### src/design/fsq_pkg.sv
// Shared constants, register map and types of the four-step sequencer.
// Assumes a 25 MHz system clock; timers count a 10 ms tick.
package fsq_pkg;

	// Clock and tick
	localparam int unsigned CLK_HZ   = 32'h017D_7840; // 25 MHz
	localparam int unsigned TICK_MS  = 32'h0000_000A; // 10 ms
	localparam int unsigned TICK_CYC = CLK_HZ / 1000 * TICK_MS;

	// Times in milliseconds as printed
	localparam int unsigned PRE_MAX_MS  = 32'h0000_EA60; // 60.0 s
	localparam int unsigned RAMP_MAX_MS = 32'h0000_2710; // 10.0 s
	localparam int unsigned BB_MAX_MS   = 32'h0000_00FA; // 0.25 s
	localparam int unsigned POST_MAX_MS = 32'h0000_EA60; // 60.0 s
	localparam int unsigned RUNIN_MS    = 32'h0000_07D0; // 2.0 s
	localparam int unsigned ILK_MS      = 32'h0000_01F4; // 0.5 s
	localparam int unsigned BB_AUTO_MS  = 32'h0000_0050; // auto burnback
	localparam int unsigned DEB_MS      = 32'h0000_0014; // debounce

	// Same times in ticks
	localparam int TW = 13;
	localparam logic [TW-1:0] PRE_MAX_T   = TW'(PRE_MAX_MS / TICK_MS);
	localparam logic [TW-1:0] RAMP_MAX_T  = TW'(RAMP_MAX_MS / TICK_MS);
	localparam logic [TW-1:0] BB_MAX_T    = TW'(BB_MAX_MS / TICK_MS);
	localparam logic [TW-1:0] POST_MAX_T  = TW'(POST_MAX_MS / TICK_MS);
	localparam logic [TW-1:0] RUNIN_T     = TW'(RUNIN_MS / TICK_MS);
	localparam logic [TW-1:0] ILK_T       = TW'(ILK_MS / TICK_MS);
	localparam logic [TW-1:0] BB_AUTO_T   = TW'(BB_AUTO_MS / TICK_MS);
	localparam int unsigned   DEB_T       = DEB_MS / TICK_MS;

	// Run-in speed limits, inches per minute
	localparam logic [9:0] RUNIN_MIN = 10'h032;
	localparam logic [9:0] RUNIN_MAX = 10'h096;

	// Register indices (byte address = 4 * index)
	localparam logic [3:0] REG_CTRL     = 4'h0;
	localparam logic [3:0] REG_PREFLOW  = 4'h1;
	localparam logic [3:0] REG_START_T  = 4'h2;
	localparam logic [3:0] REG_CRATER_T = 4'h3;
	localparam logic [3:0] REG_BURNBACK = 4'h4;
	localparam logic [3:0] REG_TRAIL_T  = 4'h5;
	localparam logic [3:0] REG_RUNIN    = 4'h6;
	localparam logic [3:0] REG_START_P  = 4'h7;
	localparam logic [3:0] REG_WELD_P   = 4'h8;
	localparam logic [3:0] REG_CRATER_P = 4'h9;
	localparam logic [3:0] REG_STATUS   = 4'hA;
	localparam int         NCFG         = 10;

	// Control fields and run-in modes
	localparam int CTRL_CRATER_EN = 0;
	localparam int CTRL_ILK_EN    = 1;
	localparam int CTRL_BB_AUTO   = 2;
	localparam int CTRL_RUNIN_LSB = 3;
	localparam logic [1:0] RUNIN_VALUE = 2'h0;
	localparam logic [1:0] RUNIN_AUTO  = 2'h1;
	localparam logic [1:0] RUNIN_OFF   = 2'h2;
	localparam logic [31:0] CFG_RESET  = 32'h0000_0000;

	// Writable bits per register
	localparam logic [31:0] MASK_CTRL = 32'h0000_001F;
	localparam logic [31:0] MASK_TIME = 32'h0000_1FFF;
	localparam logic [31:0] MASK_SPD  = 32'h0000_03FF;
	localparam logic [31:0] MASK_BB   = 32'h0000_001F;
	localparam logic [31:0] MASK_PROC = 32'h03FF_03FF;
	localparam logic [31:0] MASK_STAT = 32'h0000_00FF;

	typedef enum logic [3:0] {
		ST_IDLE, ST_PREFLOW, ST_RUN_IN, ST_START, ST_UPSLOPE, ST_WELD,
		ST_FALLING_RAMP_PHASE, ST_CRATER, ST_BURNBACK, ST_GAS_TRAIL_PHASE
	} fsq_state_t;

	// One weld procedure: voltage (0.1 V) and wire feed speed (in/min)
	typedef struct packed {
		logic [9:0] volt;
		logic [9:0] wire_feed_speed;
	} fsq_proc_t;

endpackage : fsq_pkg

### src/design/fsq_debounce.sv
// Pin synchroniser, debouncer and edge detector.
// Assumes a one-cycle tick enable from the parent's divider.
`timescale 1ns/1ns
module fsq_debounce
	import fsq_pkg::*;
#(
	parameter int unsigned DEB = 2
) (
	// Clock and reset
	input  wire logic clk_i,
	input  wire logic rst_i,
	input  wire logic tick_i,
	// Raw pin
	input  wire logic pin_i,
	// Clean level and events
	output logic      lvl_o,
	output logic      rise_o,
	output logic      fall_o
);

	logic [2:0] sync_r;
	logic [7:0] cnt_r;
	logic       lvl_r;
	logic       rise_r;
	logic       fall_r;

	// Second and third stages must agree; first is left alone
	wire agree   = sync_r[1] == sync_r[2];
	wire differs = agree && (sync_r[2] != lvl_r);
	wire settle  = differs && tick_i && (cnt_r >= 8'(DEB - 1));

	// Pin chain
	always_ff @(posedge clk_i or posedge rst_i) begin
		if (rst_i)
			sync_r <= 3'h0;
		else
			sync_r <= {sync_r[1:0], pin_i};
	end

	// Stable for DEB ticks before the level moves; one event each way
	always_ff @(posedge clk_i or posedge rst_i) begin
		if (rst_i) begin
			cnt_r  <= 8'h00;
			lvl_r  <= 1'b0;
			rise_r <= 1'b0;
			fall_r <= 1'b0;
		end else begin
			rise_r <= settle & ~lvl_r;
			fall_r <= settle & lvl_r;
			if (!differs || settle)
				cnt_r <= 8'h00;
			else if (tick_i)
				cnt_r <= cnt_r + 8'h01;
			if (settle)
				lvl_r <= ~lvl_r;
		end
	end

	assign lvl_o  = lvl_r;
	assign rise_o = rise_r;
	assign fall_o = fall_r;

endmodule : fsq_debounce

### src/design/fsq_ramp.sv
// Linear interpolation of one setpoint between two procedure values.
// Purely combinational; a zero ramp time yields the target at once.
`timescale 1ns/1ns
module fsq_ramp
	import fsq_pkg::*;
#(
	parameter int W = 10
) (
	// Ramp ends
	input  wire logic [W-1:0]  from_i,
	input  wire logic [W-1:0]  to_i,
	// Progress in ticks
	input  wire logic [TW-1:0] elapsed_i,
	input  wire logic [TW-1:0] total_i,
	// Interpolated value
	output logic [W-1:0]       val_o
);

	logic signed [W:0]      diff;
	logic signed [W+TW+1:0] prod;
	logic signed [W+TW+1:0] quo;
	logic signed [W:0]      sum;

	// Divider is large but runs once per tick at most; area traded for
	// an exact straight line with no accumulated error
	assign diff  = $signed({1'b0, to_i}) - $signed({1'b0, from_i});
	assign prod  = diff * $signed({1'b0, elapsed_i});
	assign quo   = (total_i == '0) ? '0 : prod / $signed({1'b0, total_i});
	assign sum   = $signed({1'b0, from_i}) + $signed(quo[W:0]);
	assign val_o = (elapsed_i >= total_i) ? to_i : sum[W-1:0];

endmodule : fsq_ramp

### src/design/fsq_sequencer.sv
// Four-step trigger weld sequencer with a classic Wishbone register port.
// Assumes raw trigger and arc pins; setpoints go to the power stage.
// Function
// - After arc, hold start state while trigger stays pulled.
// - Release in start begins upslope; upslope ends into weld on timer.
// - Pull during upslope with crater on goes to full-length falling_ramp_phase.
// - Pull during upslope with crater off keeps upslope running.
// - Fourth-step release during upslope goes straight to burnback.
// - Pull in weld with crater on starts falling_ramp_phase, then crater.
// - Falling_ramp_phase ignores every trigger change until its timer ends.
// - Crater entry samples trigger; released means burnback at once.
// - Run-in speed: auto, off, or 50-150 capped at weld speed.
// - Start time 0-10.0 s ramps start values to weld values.
// - Crater time 0-10.0 s ramps the setpoint held at entry to crater values.
// - Burnback auto or 0-0.25 s, output on with wire stopped.
// - Gas_trail_phase 0-60.0 s keeps gas on after output stops.
// - Gas on at first pull; preflow runs before any wire.
// - No arc within 2.0 s of run-in: jump to weld settings.
// - Interlock: arc lost over 0.5 s, trigger released, goes idle.
// - After burnback output off, gas until gas_trail_phase ends, then idle.
`timescale 1ns/1ns
module fsq_sequencer
	import fsq_pkg::*;
#(
	parameter int unsigned TICK_CYCLES = TICK_CYC
) (
	// Clock and reset
	input  wire logic        clk_i,
	input  wire logic        rst_i,
	// Wishbone slave
	input  wire logic        wb_cyc_i,
	input  wire logic        wb_stb_i,
	input  wire logic        wb_we_i,
	input  wire logic [5:0]  wb_adr_i,
	input  wire logic [3:0]  wb_sel_i,
	input  wire logic [31:0] wb_dat_i,
	output logic [31:0]      wb_dat_o,
	output logic             wb_ack_o,
	// Gun and arc sensing pins
	input  wire logic        trigger_i,
	input  wire logic        arc_i,
	// Power stage
	output logic             gas_o,
	output logic             wire_feed_o,
	output logic             power_on_o,
	output fsq_proc_t        setpoint_o
);

	// Writable bits of each register, shared by write and read paths
	function automatic logic [31:0] reg_mask(input logic [3:0] i);
		case (i)
			REG_CTRL:                           return MASK_CTRL;
			REG_PREFLOW, REG_TRAIL_T:           return MASK_TIME;
			REG_START_T, REG_CRATER_T:          return MASK_TIME;
			REG_BURNBACK:                       return MASK_BB;
			REG_RUNIN:                          return MASK_SPD;
			REG_START_P, REG_WELD_P,
			REG_CRATER_P:                       return MASK_PROC;
			REG_STATUS:                         return MASK_STAT;
			default:                            return 32'h0000_0000;
		endcase
	endfunction : reg_mask

	// Clamp a setting to its documented maximum
	function automatic logic [TW-1:0] lim(input logic [TW-1:0] v,
	                                      input logic [TW-1:0] m);
		return (v > m) ? m : v;
	endfunction : lim

	// Procedure word to struct
	function automatic fsq_proc_t proc(input logic [31:0] w);
		return '{volt: w[25:16], wire_feed_speed: w[9:0]};
	endfunction : proc

	logic [31:0] cfg_r [0:NCFG-1];
	logic        ack_r;
	logic [31:0] dat_r;
	logic [17:0] div_r;
	logic        tick_r;
	logic [TW-1:0] tmr_r;
	logic [TW-1:0] ilk_r;
	fsq_state_t  st_r;
	fsq_state_t  st_nxt;
	logic        pulled2_r;
	logic        pulled2_nxt;
	fsq_proc_t   from_r;
	fsq_proc_t   sp_r;
	fsq_proc_t   sp_nxt;
	fsq_proc_t   ramp_val;
	logic        gas_r;
	logic        feed_r;
	logic        pwr_r;
	logic        trig_lvl;
	logic        trig_rise;
	logic        trig_fall;
	logic        arc_lvl;

	// Bus decode
	wire [3:0]  idx    = wb_adr_i[5:2];
	wire        req    = wb_cyc_i & wb_stb_i & ~ack_r;
	wire        wr_hit = req & wb_we_i;
	wire [31:0] lanes  = {{8{wb_sel_i[3]}}, {8{wb_sel_i[2]}},
	                      {8{wb_sel_i[1]}}, {8{wb_sel_i[0]}}};
	wire [31:0] wmask  = lanes & reg_mask(idx);
	wire        in_cfg = idx < 4'(NCFG);
	wire [31:0] status = {24'h00_0000, arc_lvl, trig_lvl, pulled2_r,
	                      1'b0, st_r};
	wire [31:0] rd_raw = in_cfg ? cfg_r[idx] :
	                     (idx == REG_STATUS) ? status : 32'h0000_0000;

	// Register file; byte lanes honoured, reserved bits never stored
	for (genvar g = 0; g < NCFG; g++) begin : g_cfg
		always_ff @(posedge clk_i or posedge rst_i) begin
			if (rst_i)
				cfg_r[g] <= CFG_RESET;
			else if (wr_hit && idx == 4'(g))
				cfg_r[g] <= (cfg_r[g] & ~wmask) | (wb_dat_i & wmask);
		end
	end

	// Every access acked one cycle later; unmapped reads give zero
	always_ff @(posedge clk_i or posedge rst_i) begin
		if (rst_i) begin
			ack_r <= 1'b0;
			dat_r <= 32'h0000_0000;
		end else begin
			ack_r <= req;
			dat_r <= rd_raw & reg_mask(idx);
		end
	end

	// Settings, clamped so a wild write cannot stretch a phase
	wire       crater_en = cfg_r[REG_CTRL][CTRL_CRATER_EN];
	wire       ilk_en    = cfg_r[REG_CTRL][CTRL_ILK_EN];
	wire       bb_auto   = cfg_r[REG_CTRL][CTRL_BB_AUTO];
	wire [1:0] rin_mode  = cfg_r[REG_CTRL][CTRL_RUNIN_LSB+:2];
	wire [TW-1:0] pre_t  = lim(cfg_r[REG_PREFLOW][TW-1:0], PRE_MAX_T);
	wire [TW-1:0] start_t =
		lim(cfg_r[REG_START_T][TW-1:0], RAMP_MAX_T);
	wire [TW-1:0] crater_t =
		lim(cfg_r[REG_CRATER_T][TW-1:0], RAMP_MAX_T);
	wire [TW-1:0] bb_t   = bb_auto ? BB_AUTO_T :
		lim(cfg_r[REG_BURNBACK][TW-1:0], BB_MAX_T);
	wire [TW-1:0] post_t =
		lim(cfg_r[REG_TRAIL_T][TW-1:0], POST_MAX_T);
	wire fsq_proc_t start_p  = proc(cfg_r[REG_START_P]);
	wire fsq_proc_t weld_p   = proc(cfg_r[REG_WELD_P]);
	wire fsq_proc_t crater_p = proc(cfg_r[REG_CRATER_P]);

	// Run-in speed value mode: limits first, then never above weld speed
	wire [9:0] rin_raw = cfg_r[REG_RUNIN][9:0];
	wire [9:0] rin_lo  = (rin_raw < RUNIN_MIN) ? RUNIN_MIN : rin_raw;
	wire [9:0] rin_cl  = (rin_lo > RUNIN_MAX) ? RUNIN_MAX : rin_lo;
	wire [9:0] rin_val = (rin_cl > weld_p.wire_feed_speed) ?
	                     weld_p.wire_feed_speed : rin_cl;
	wire [9:0] rin_wfs = (rin_mode == RUNIN_AUTO) ? start_p.wire_feed_speed :
	                     (rin_mode == RUNIN_OFF) ? weld_p.wire_feed_speed :
	                     rin_val;

	// Fixed timer tick from the system clock
	always_ff @(posedge clk_i or posedge rst_i) begin
		if (rst_i) begin
			div_r  <= 18'h0_0000;
			tick_r <= 1'b0;
		end else begin
			tick_r <= div_r == 18'(TICK_CYCLES - 1);
			div_r  <= (div_r == 18'(TICK_CYCLES - 1)) ? 18'h0_0000 :
			          div_r + 18'h0_0001;
		end
	end

	// Clean trigger; a slow debounce only here, the operator's switch
	fsq_debounce #(.DEB(DEB_T)) u_trig (
		.clk_i  (clk_i),
		.rst_i  (rst_i),
		.tick_i (tick_r),
		.pin_i  (trigger_i),
		.lvl_o  (trig_lvl),
		.rise_o (trig_rise),
		.fall_o (trig_fall)
	);

	// Arc sense, one tick of filtering
	fsq_debounce #(.DEB(1)) u_arc (
		.clk_i  (clk_i),
		.rst_i  (rst_i),
		.tick_i (tick_r),
		.pin_i  (arc_i),
		.lvl_o  (arc_lvl),
		.rise_o (),
		.fall_o ()
	);

	// Phase timing and interlock decode
	wire welding = st_r inside {ST_START, ST_UPSLOPE, ST_WELD,
	                            ST_FALLING_RAMP_PHASE, ST_CRATER};
	wire ilk_run  = ilk_en && welding && !trig_lvl && !arc_lvl;
	wire ilk_stop = ilk_r > ILK_T;
	wire rin_skip = (st_r == ST_RUN_IN) && (tmr_r >= RUNIN_T);
	wire up_done  = tmr_r >= start_t;
	wire dn_done  = tmr_r >= crater_t;

	// Sequence decisions
	always_comb begin
		st_nxt      = st_r;
		pulled2_nxt = pulled2_r;
		unique case (st_r)
			ST_IDLE: begin
				pulled2_nxt = 1'b0;
				if (trig_rise)
					st_nxt = ST_PREFLOW;
			end
			ST_PREFLOW:
				if (tmr_r >= pre_t)
					st_nxt = ST_RUN_IN;
			ST_RUN_IN:
				if (arc_lvl)
					st_nxt = ST_START;
			ST_START:
				if (!trig_lvl)
					st_nxt = ST_UPSLOPE;
			ST_UPSLOPE:
				if (trig_rise && crater_en)
					st_nxt = ST_FALLING_RAMP_PHASE;
				else if (trig_rise)
					pulled2_nxt = 1'b1;
				else if (trig_fall && pulled2_r)
					st_nxt = ST_BURNBACK;
				else if (up_done)
					st_nxt = ST_WELD;
			ST_WELD:
				if (trig_rise && crater_en)
					st_nxt = ST_FALLING_RAMP_PHASE;
				else if (trig_rise)
					pulled2_nxt = 1'b1;
				else if (trig_fall && pulled2_r)
					st_nxt = ST_BURNBACK;
			ST_FALLING_RAMP_PHASE:
				if (dn_done)
					st_nxt = ST_CRATER;
			ST_CRATER:
				if (!trig_lvl)
					st_nxt = ST_BURNBACK;
			ST_BURNBACK:
				if (tmr_r >= bb_t)
					st_nxt = ST_GAS_TRAIL_PHASE;
			ST_GAS_TRAIL_PHASE:
				if (tmr_r >= post_t)
					st_nxt = ST_IDLE;
		endcase
		if (welding && ilk_stop)
			st_nxt = ST_IDLE;
	end

	// Ramp source: start to weld going up, captured point to crater down
	wire up = st_r == ST_UPSLOPE;
	wire fsq_proc_t r_from  = up ? start_p : from_r;
	wire fsq_proc_t r_to    = up ? weld_p : crater_p;
	wire [TW-1:0]   r_total = up ? start_t : crater_t;

	fsq_ramp #(.W(10)) u_ramp_wfs (
		.from_i    (r_from.wire_feed_speed),
		.to_i      (r_to.wire_feed_speed),
		.elapsed_i (tmr_r),
		.total_i   (r_total),
		.val_o     (ramp_val.wire_feed_speed)
	);

	fsq_ramp #(.W(10)) u_ramp_volt (
		.from_i    (r_from.volt),
		.to_i      (r_to.volt),
		.elapsed_i (tmr_r),
		.total_i   (r_total),
		.val_o     (ramp_val.volt)
	);

	// Setpoint per phase; burnback keeps voltage with wire stopped
	always_comb begin
		unique case (st_r)
			ST_RUN_IN:
				sp_nxt = rin_skip ? weld_p : fsq_proc_t'{
				         volt: start_p.volt, wire_feed_speed: rin_wfs};
			ST_START:    sp_nxt = start_p;
			ST_UPSLOPE,
			ST_FALLING_RAMP_PHASE:
				sp_nxt = ramp_val;
			ST_WELD:     sp_nxt = weld_p;
			ST_CRATER:   sp_nxt = crater_p;
			ST_BURNBACK: sp_nxt = '{volt: sp_r.volt, wire_feed_speed: '0};
			default:     sp_nxt = '0;
		endcase
	end

	// Phase state, timer restarted on every change of phase
	always_ff @(posedge clk_i or posedge rst_i) begin
		if (rst_i) begin
			st_r      <= ST_IDLE;
			pulled2_r <= 1'b0;
			tmr_r     <= '0;
			ilk_r     <= '0;
		end else begin
			st_r      <= st_nxt;
			pulled2_r <= pulled2_nxt;
			if (st_nxt != st_r)
				tmr_r <= '0;
			else if (tick_r && tmr_r != '1)
				tmr_r <= tmr_r + 1'b1;
			if (!ilk_run)
				ilk_r <= '0;
			else if (tick_r && !ilk_stop)
				ilk_r <= ilk_r + 1'b1;
		end
	end

	// Falling_ramp_phase starts wherever the setpoint stands
	always_ff @(posedge clk_i or posedge rst_i) begin
		if (rst_i)
			from_r <= '0;
		else if (st_nxt == ST_FALLING_RAMP_PHASE &&
		         st_r != ST_FALLING_RAMP_PHASE)
			from_r <= sp_r;
	end

	// Gas, feed and power follow the next phase so gas opens with the first pull; setpoint follows the current one
	always_ff @(posedge clk_i or posedge rst_i) begin
		if (rst_i) begin
			gas_r  <= 1'b0;
			feed_r <= 1'b0;
			pwr_r  <= 1'b0;
			sp_r   <= '0;
		end else begin
			gas_r  <= st_nxt != ST_IDLE;
			feed_r <= st_nxt inside {ST_RUN_IN, ST_START, ST_UPSLOPE,
			          ST_WELD, ST_FALLING_RAMP_PHASE, ST_CRATER};
			pwr_r  <= st_nxt inside {ST_RUN_IN, ST_START, ST_UPSLOPE,
			          ST_WELD, ST_FALLING_RAMP_PHASE, ST_CRATER,
			          ST_BURNBACK};
			sp_r   <= sp_nxt;
		end
	end

	assign wb_ack_o    = ack_r;
	assign wb_dat_o    = dat_r;
	assign gas_o       = gas_r;
	assign wire_feed_o = feed_r;
	assign power_on_o  = pwr_r;
	assign setpoint_o  = sp_r;

	// Checks on the sequence
	AST_START_HOLD: assert property (@(posedge clk_i) disable iff (rst_i)
		st_r == ST_START && trig_lvl |=> st_r == ST_START)
		else $error("start left with trigger pulled");
	AST_UP_TO_WELD: assert property (@(posedge clk_i) disable iff (rst_i)
		st_r == ST_UPSLOPE && up_done && !trig_rise && !trig_fall
		&& !ilk_stop |=> st_r == ST_WELD)
		else $error("upslope did not end into weld");
	AST_UP_PULL_DN: assert property (@(posedge clk_i) disable iff (rst_i)
		st_r == ST_UPSLOPE && trig_rise && crater_en
		|=> st_r == ST_FALLING_RAMP_PHASE && tmr_r == '0)
		else $error("upslope pull missed falling_ramp_phase");
	AST_UP_PULL_NC: assert property (@(posedge clk_i) disable iff (rst_i)
		st_r == ST_UPSLOPE && trig_rise && !crater_en && !up_done
		|=> st_r == ST_UPSLOPE && pulled2_r)
		else $error("upslope left with crater off");
	AST_UP_RELEASE: assert property (@(posedge clk_i) disable iff (rst_i)
		st_r == ST_UPSLOPE && trig_fall && pulled2_r
		|=> st_r == ST_BURNBACK ##1 !feed_r)
		else $error("fourth step missed burnback");
	AST_DN_IGNORE: assert property (@(posedge clk_i) disable iff (rst_i)
		st_r == ST_FALLING_RAMP_PHASE && !dn_done && !ilk_stop
		|=> st_r == ST_FALLING_RAMP_PHASE)
		else $error("falling_ramp_phase cut short");
	AST_CRATER_REL: assert property (@(posedge clk_i) disable iff (rst_i)
		st_r == ST_CRATER && !trig_lvl && !ilk_stop
		|=> st_r == ST_BURNBACK)
		else $error("crater missed released trigger");
	AST_GAS_FIRST: assert property (@(posedge clk_i) disable iff (rst_i)
		st_r == ST_IDLE && trig_rise
		|=> gas_r && !feed_r && st_r == ST_PREFLOW)
		else $error("gas not first on pull");
	AST_BB_OUT: assert property (@(posedge clk_i) disable iff (rst_i)
		$past(st_r) == ST_BURNBACK && st_r == ST_BURNBACK
		|-> pwr_r && !feed_r && sp_r.wire_feed_speed == '0)
		else $error("burnback outputs wrong");
	AST_TRAIL_OUT: assert property (@(posedge clk_i) disable iff (rst_i)
		$past(st_r) == ST_GAS_TRAIL_PHASE && st_r == ST_GAS_TRAIL_PHASE
		|-> gas_r && !pwr_r)
		else $error("gas_trail_phase outputs wrong");
	AST_ONE_EVENT: assert property (@(posedge clk_i) disable iff (rst_i)
		trig_rise |=> !trig_rise && !trig_fall)
		else $error("trigger event repeated");

endmodule : fsq_sequencer

### config.mk
export PLATFORM = sky130hd
export DESIGN_NAME = fsq_sequencer
export DESIGN_NICKNAME = d
export VERILOG_FILES = /design/src/design/fsq_pkg.sv /design/src/design/fsq_debounce.sv /design/src/design/fsq_ramp.sv /design/src/design/fsq_sequencer.sv
export SDC_FILE = /design/constraint.sdc
export NUM_CORES = 2
export LEC_CHECK = 0
export BUFFER_PORTS_ARGS = -buffer_cell sky130_fd_sc_hd__buf_2
export CAP_MARGIN = 0
export CORE_MARGIN = 2
export CORE_UTILIZATION = 45
export CTS_BUF_LIST = sky130_fd_sc_hd__clkbuf_8 sky130_fd_sc_hd__clkbuf_16
export DETAILED_ROUTE_END_ITERATION = 10
export GPL_TIMING_DRIVEN = 0
export SLEW_MARGIN = 30
export SYNTH_ARGS = -nofsm -noshare
export SYNTH_HDL_FRONTEND = slang
export SYNTH_SLANG_ARGS = --single-unit
### constraint.sdc
create_clock -name clk_i -period 86.2 [get_ports clk_i]
set_clock_uncertainty 0.1 [all_clocks]
set_input_delay 0 -clock clk_i [delete_from_list [all_inputs] [get_ports clk_i]]
set_output_delay 0 -clock clk_i [all_outputs]
set_load 0.02 [all_outputs]
==> flow_metrics.env <==
export IMPL_rr_worst_depth=354
export IMPL_vias_per_cell=5.935
export IMPL_grt_max_degree=93
export IMPL_synth_xor_area_share_pct=4.583
export IMPL_hp_class="input port to register"
export IMPL_synth_top_family_by_area="adder cells"
export IMPL_ys_types=128
export IMPL_finalWirelength_um=175000
export IMPL_drive_gt1_share_pct=10.47
export IMPL_cts_max_level=1
export IMPL_crit_path_end_kind="register"
export IMPL_cts_buffers=30
export IMPL_final_core_util_pct=49.68
export IMPL_finalCritPeriodShare_pct=93.84
export IMPL_multi_input_area_um2=45460
export IMPL_min_delay_start="wb_sel_i[2]"
export IMPL_ys_ff_latch=309
export IMPL_syn_instance_count=6805
export IMPL_hpwl_um=142500
export IMPL_critPathBufInv=43
export IMPL_reg2reg_slack_ns=5.31
export IMPL_antenna_cells=0
export IMPL_path_depth=354
export IMPL_yosys_warnings=0
export IMPL_die_h_um=353.5
export IMPL_clkSinkCount=309
export IMPL_gp_congestion=0.9405
export IMPL_synthToLayoutAreaGrowth_pct=9.831
export IMPL_synth_simple_area_share_pct=21.46
export IMPL_start_util_pct=45.23
export IMPL_die_w_um=353.5
export IMPL_crit_required_ns=86.54
export IMPL_cp_common_cell="o21a_1"
export IMPL_maxCapViolCount=0
export IMPL_io_buffers=77
export IMPL_syn_area_um2=54980
export IMPL_drc=0
export IMPL_wl_per_cell_um=20.02
export IMPL_regArea_um2=7732
export IMPL_design_die_area_um2=125000
export IMPL_clk_pin_slew_ns=0.07
export IMPL_route_vias_total=51860
export IMPL_arrival_ns=81.23
export IMPL_synth_compound_area_share_pct=22.22
export IMPL_grt_ovfl_total=0
export IMPL_synth_edf_count=0
export IMPL_antenna_left=0
export IMPL_ios=105
export IMPL_final_setup_viol_count=0
export IMPL_grt_pass1_wl_um=277100
export IMPL_async_flop_share_pct=100.0
export IMPL_antenna_found_initial=5
export IMPL_synthAdderAreaFrac_pct=24.93
export IMPL_drt_initial_drc_count=3915
export IMPL_n_fill_cell=11860
export IMPL_critPathLaunchType="register"
export IMPL_grt_usage_pct=27.30
export IMPL_cts_tree="built"
export IMPL_synth_avg_cell_area_um2=8.079
export IMPL_setup_slack_ns=5.313
export IMPL_first_global_vias=50570
export IMPL_min_period_ns=80.89
export IMPL_crit_family="compound AO/OA/AOI/OAI gates"
export IMPL_finalHoldViolations=0
export IMPL_rr_startpoint="st_r[3]"
export IMPL_r2r_end="setpoint_o[7]"
export IMPL_final_nets=8109
export IMPL_seq_area_frac_synth_pct=14.06
export IMPL_crit_type="register to register"
export IMPL_synth_flop_cell="dfrtp_1"
export IMPL_root_buffer="clkbuf_16"
export IMPL_pre_cts_slack_ns=-3.577
export IMPL_fmax_mhz=12.36
export IMPL_muxShareOfSynthArea_pct=7.813
export IMPL_tns_ns=0
export IMPL_clockBufferDepth=3
export IMPL_slew_violations=0
export IMPL_slew_headroom_pct=30.14
export IMPL_rows=128
export IMPL_drt_pass1_iter_count=6
export IMPL_hold_depth=3
export IMPL_status="completed"
export IMPL_slowest_delay_ns=0.84
export IMPL_tightest_slew_ns=1.045
export IMPL_clk_latency_ns=0.59
export IMPL_critPathMaxFanout=10
export IMPL_critPathSlowestCell="nor4b_1"
export IMPL_core_um2=121600
==> stage by stage <==
| stage | cells | hold WS (ns) | area, um2 |
|---|---|---|---|
| detailed placement | 8634 | -0.01078 | 58260 |
| global placement | 8617 | 0.01162 | 57810 |
| finish | 8738 | 0.04254 | 60390 |
| CTS | 8726 | 0.006123 | 59840 |
| floorplan | 6915 | -0.06857 | 55390 |
| global route | 8738 | 0.06099 | 60390 |
==> Yosys cell counts, types with 62 or more instances <==
cell	number	area, um2
o21a_1	243	1824
nand2b_1	84	525.5
fa_1	202	4044
nor2b_1	106	663.1
xor2_1	113	989.7
and2_1	207	1295
a211oi_1	63	473.0
mux2i_1	78	780.8
clkbuf_1	207	777.0
o21ai_0	270	1351
inv_1	418	1569
nand2_1	670	2515
o31ai_1	166	1246
xnor2_1	172	1506
a21o_1	132	991.0
dfrtp_1	309	7732
nand4_1	62	387.9
a21oi_1	367	1837
mux2_2	251	2826
nor3_1	298	1491
nand3_1	111	555.5
ha_1	768	9609
nor2_1	573	2151
==> repair_timing <==
item,4_1_cts,5_1_grt
buffers inserted,0,14
hold buffers,37,0
pin swaps,0,5
endpoints found under the hold margin,355,0
setup endpoints to repair,20,20
gates resized for setup,23,168
gates cloned,0,0
==> cell type report <==
class	count	share of cell area [%]
clock buffer	34	1.353
clock inverter	21	0.5408
inverter	421	2.642
sequential	309	12.81
multi-input combinational	5911	75.28
timing repair buffer	145	1.989
tap	1625	3.367
buffer	272	2.022
==> routing by layer <==
layer | vias to the layer above | track usage, % | routed length, um
li1 | 25220 | - | -
met1 | 24820 | 36.98 | 78910
met2 | 1483 | 45.22 | 78860
met5 | - | 0 | 13
met4 | 2 | 9.600 | 7256
met3 | 335 | 2.778 | 9925
==> worst max-delay path by stage <==
stage / endpoint / slack (ns) / startpoint
floorplan: setpoint_o[7] / 12.91 / st_r[2]
global placement: setpoint_o[7] / -3.21 / st_r[2]
detailed placement: setpoint_o[7] / -3.58 / st_r[2]
CTS: setpoint_o[7] / 0.08 / st_r[2]
global route: setpoint_o[19] / -0.06 / st_r[2]
finish: setpoint_o[7] / 5.31 / st_r[3]
==> cells in the final DEF (no fill, tap or decap), drive strengths merged, types with 26 or more instances in the layout <==
cell / netlist / layout
ha: 768 / 768
nand2: 670 / 670
nor2: 576 / 576
inv: 421 / 429
a21oi: 371 / 371
dfrtp: 309 / 309
nor3: 302 / 302
o21ai: 294 / 294
clkbuf: 207 / 254
mux2: 253 / 253
o21a: 243 / 243
and2: 208 / 208
fa: 202 / 202
xnor2: 172 / 172
o31ai: 168 / 168
buf: 67 / 160
a21o: 132 / 132
nand3: 114 / 114
xor2: 113 / 113
conb: 2 / 112
nor2b: 106 / 106
nand2b: 84 / 84
mux2i: 82 / 82
a211oi: 66 / 66
nand4: 63 / 63
or3: 61 / 61
o211ai: 60 / 60
or2: 59 / 59
and3: 44 / 44
a31oi: 43 / 43
dlygate4sd3: 0 / 37
nor4: 36 / 36
o21bai: 35 / 35
o22ai: 35 / 35
a222oi: 30 / 30
mux4: 26 / 26
==> logic make-up after synthesis <==
| family | after synthesis |
|---|---|
| and+or+nand+nor | 2410 |
| AOI/OAI and AO/OA | 1767 |
| adders and majority gates | 975 |
| buffers and inverters | 695 |
| muxes | 361 |
| DFF | 309 |
| xor gates and xnor gates | 286 |
| other | 2 |
==> worst reg2reg max path, delay by kind of cell, from the launching register on <==
| family | cells | cell delay, ns |
|---|---|---|
| buffers and inverters | 43 | 9.71 |
| AOI/OAI and AO/OA | 192 | 40.86 |
| xor gates and xnor gates | 1 | 0.56 |
| adders and majority gates | 34 | 11.25 |
| muxes | 5 | 1.47 |
| and+or+nand+nor | 79 | 16.36 |
| DFF | 1 | 0.36 |
Power is left out: the tool's default activity adds up to more than one toggle a clock period on the data nets, which glitch-free logic cannot reach.
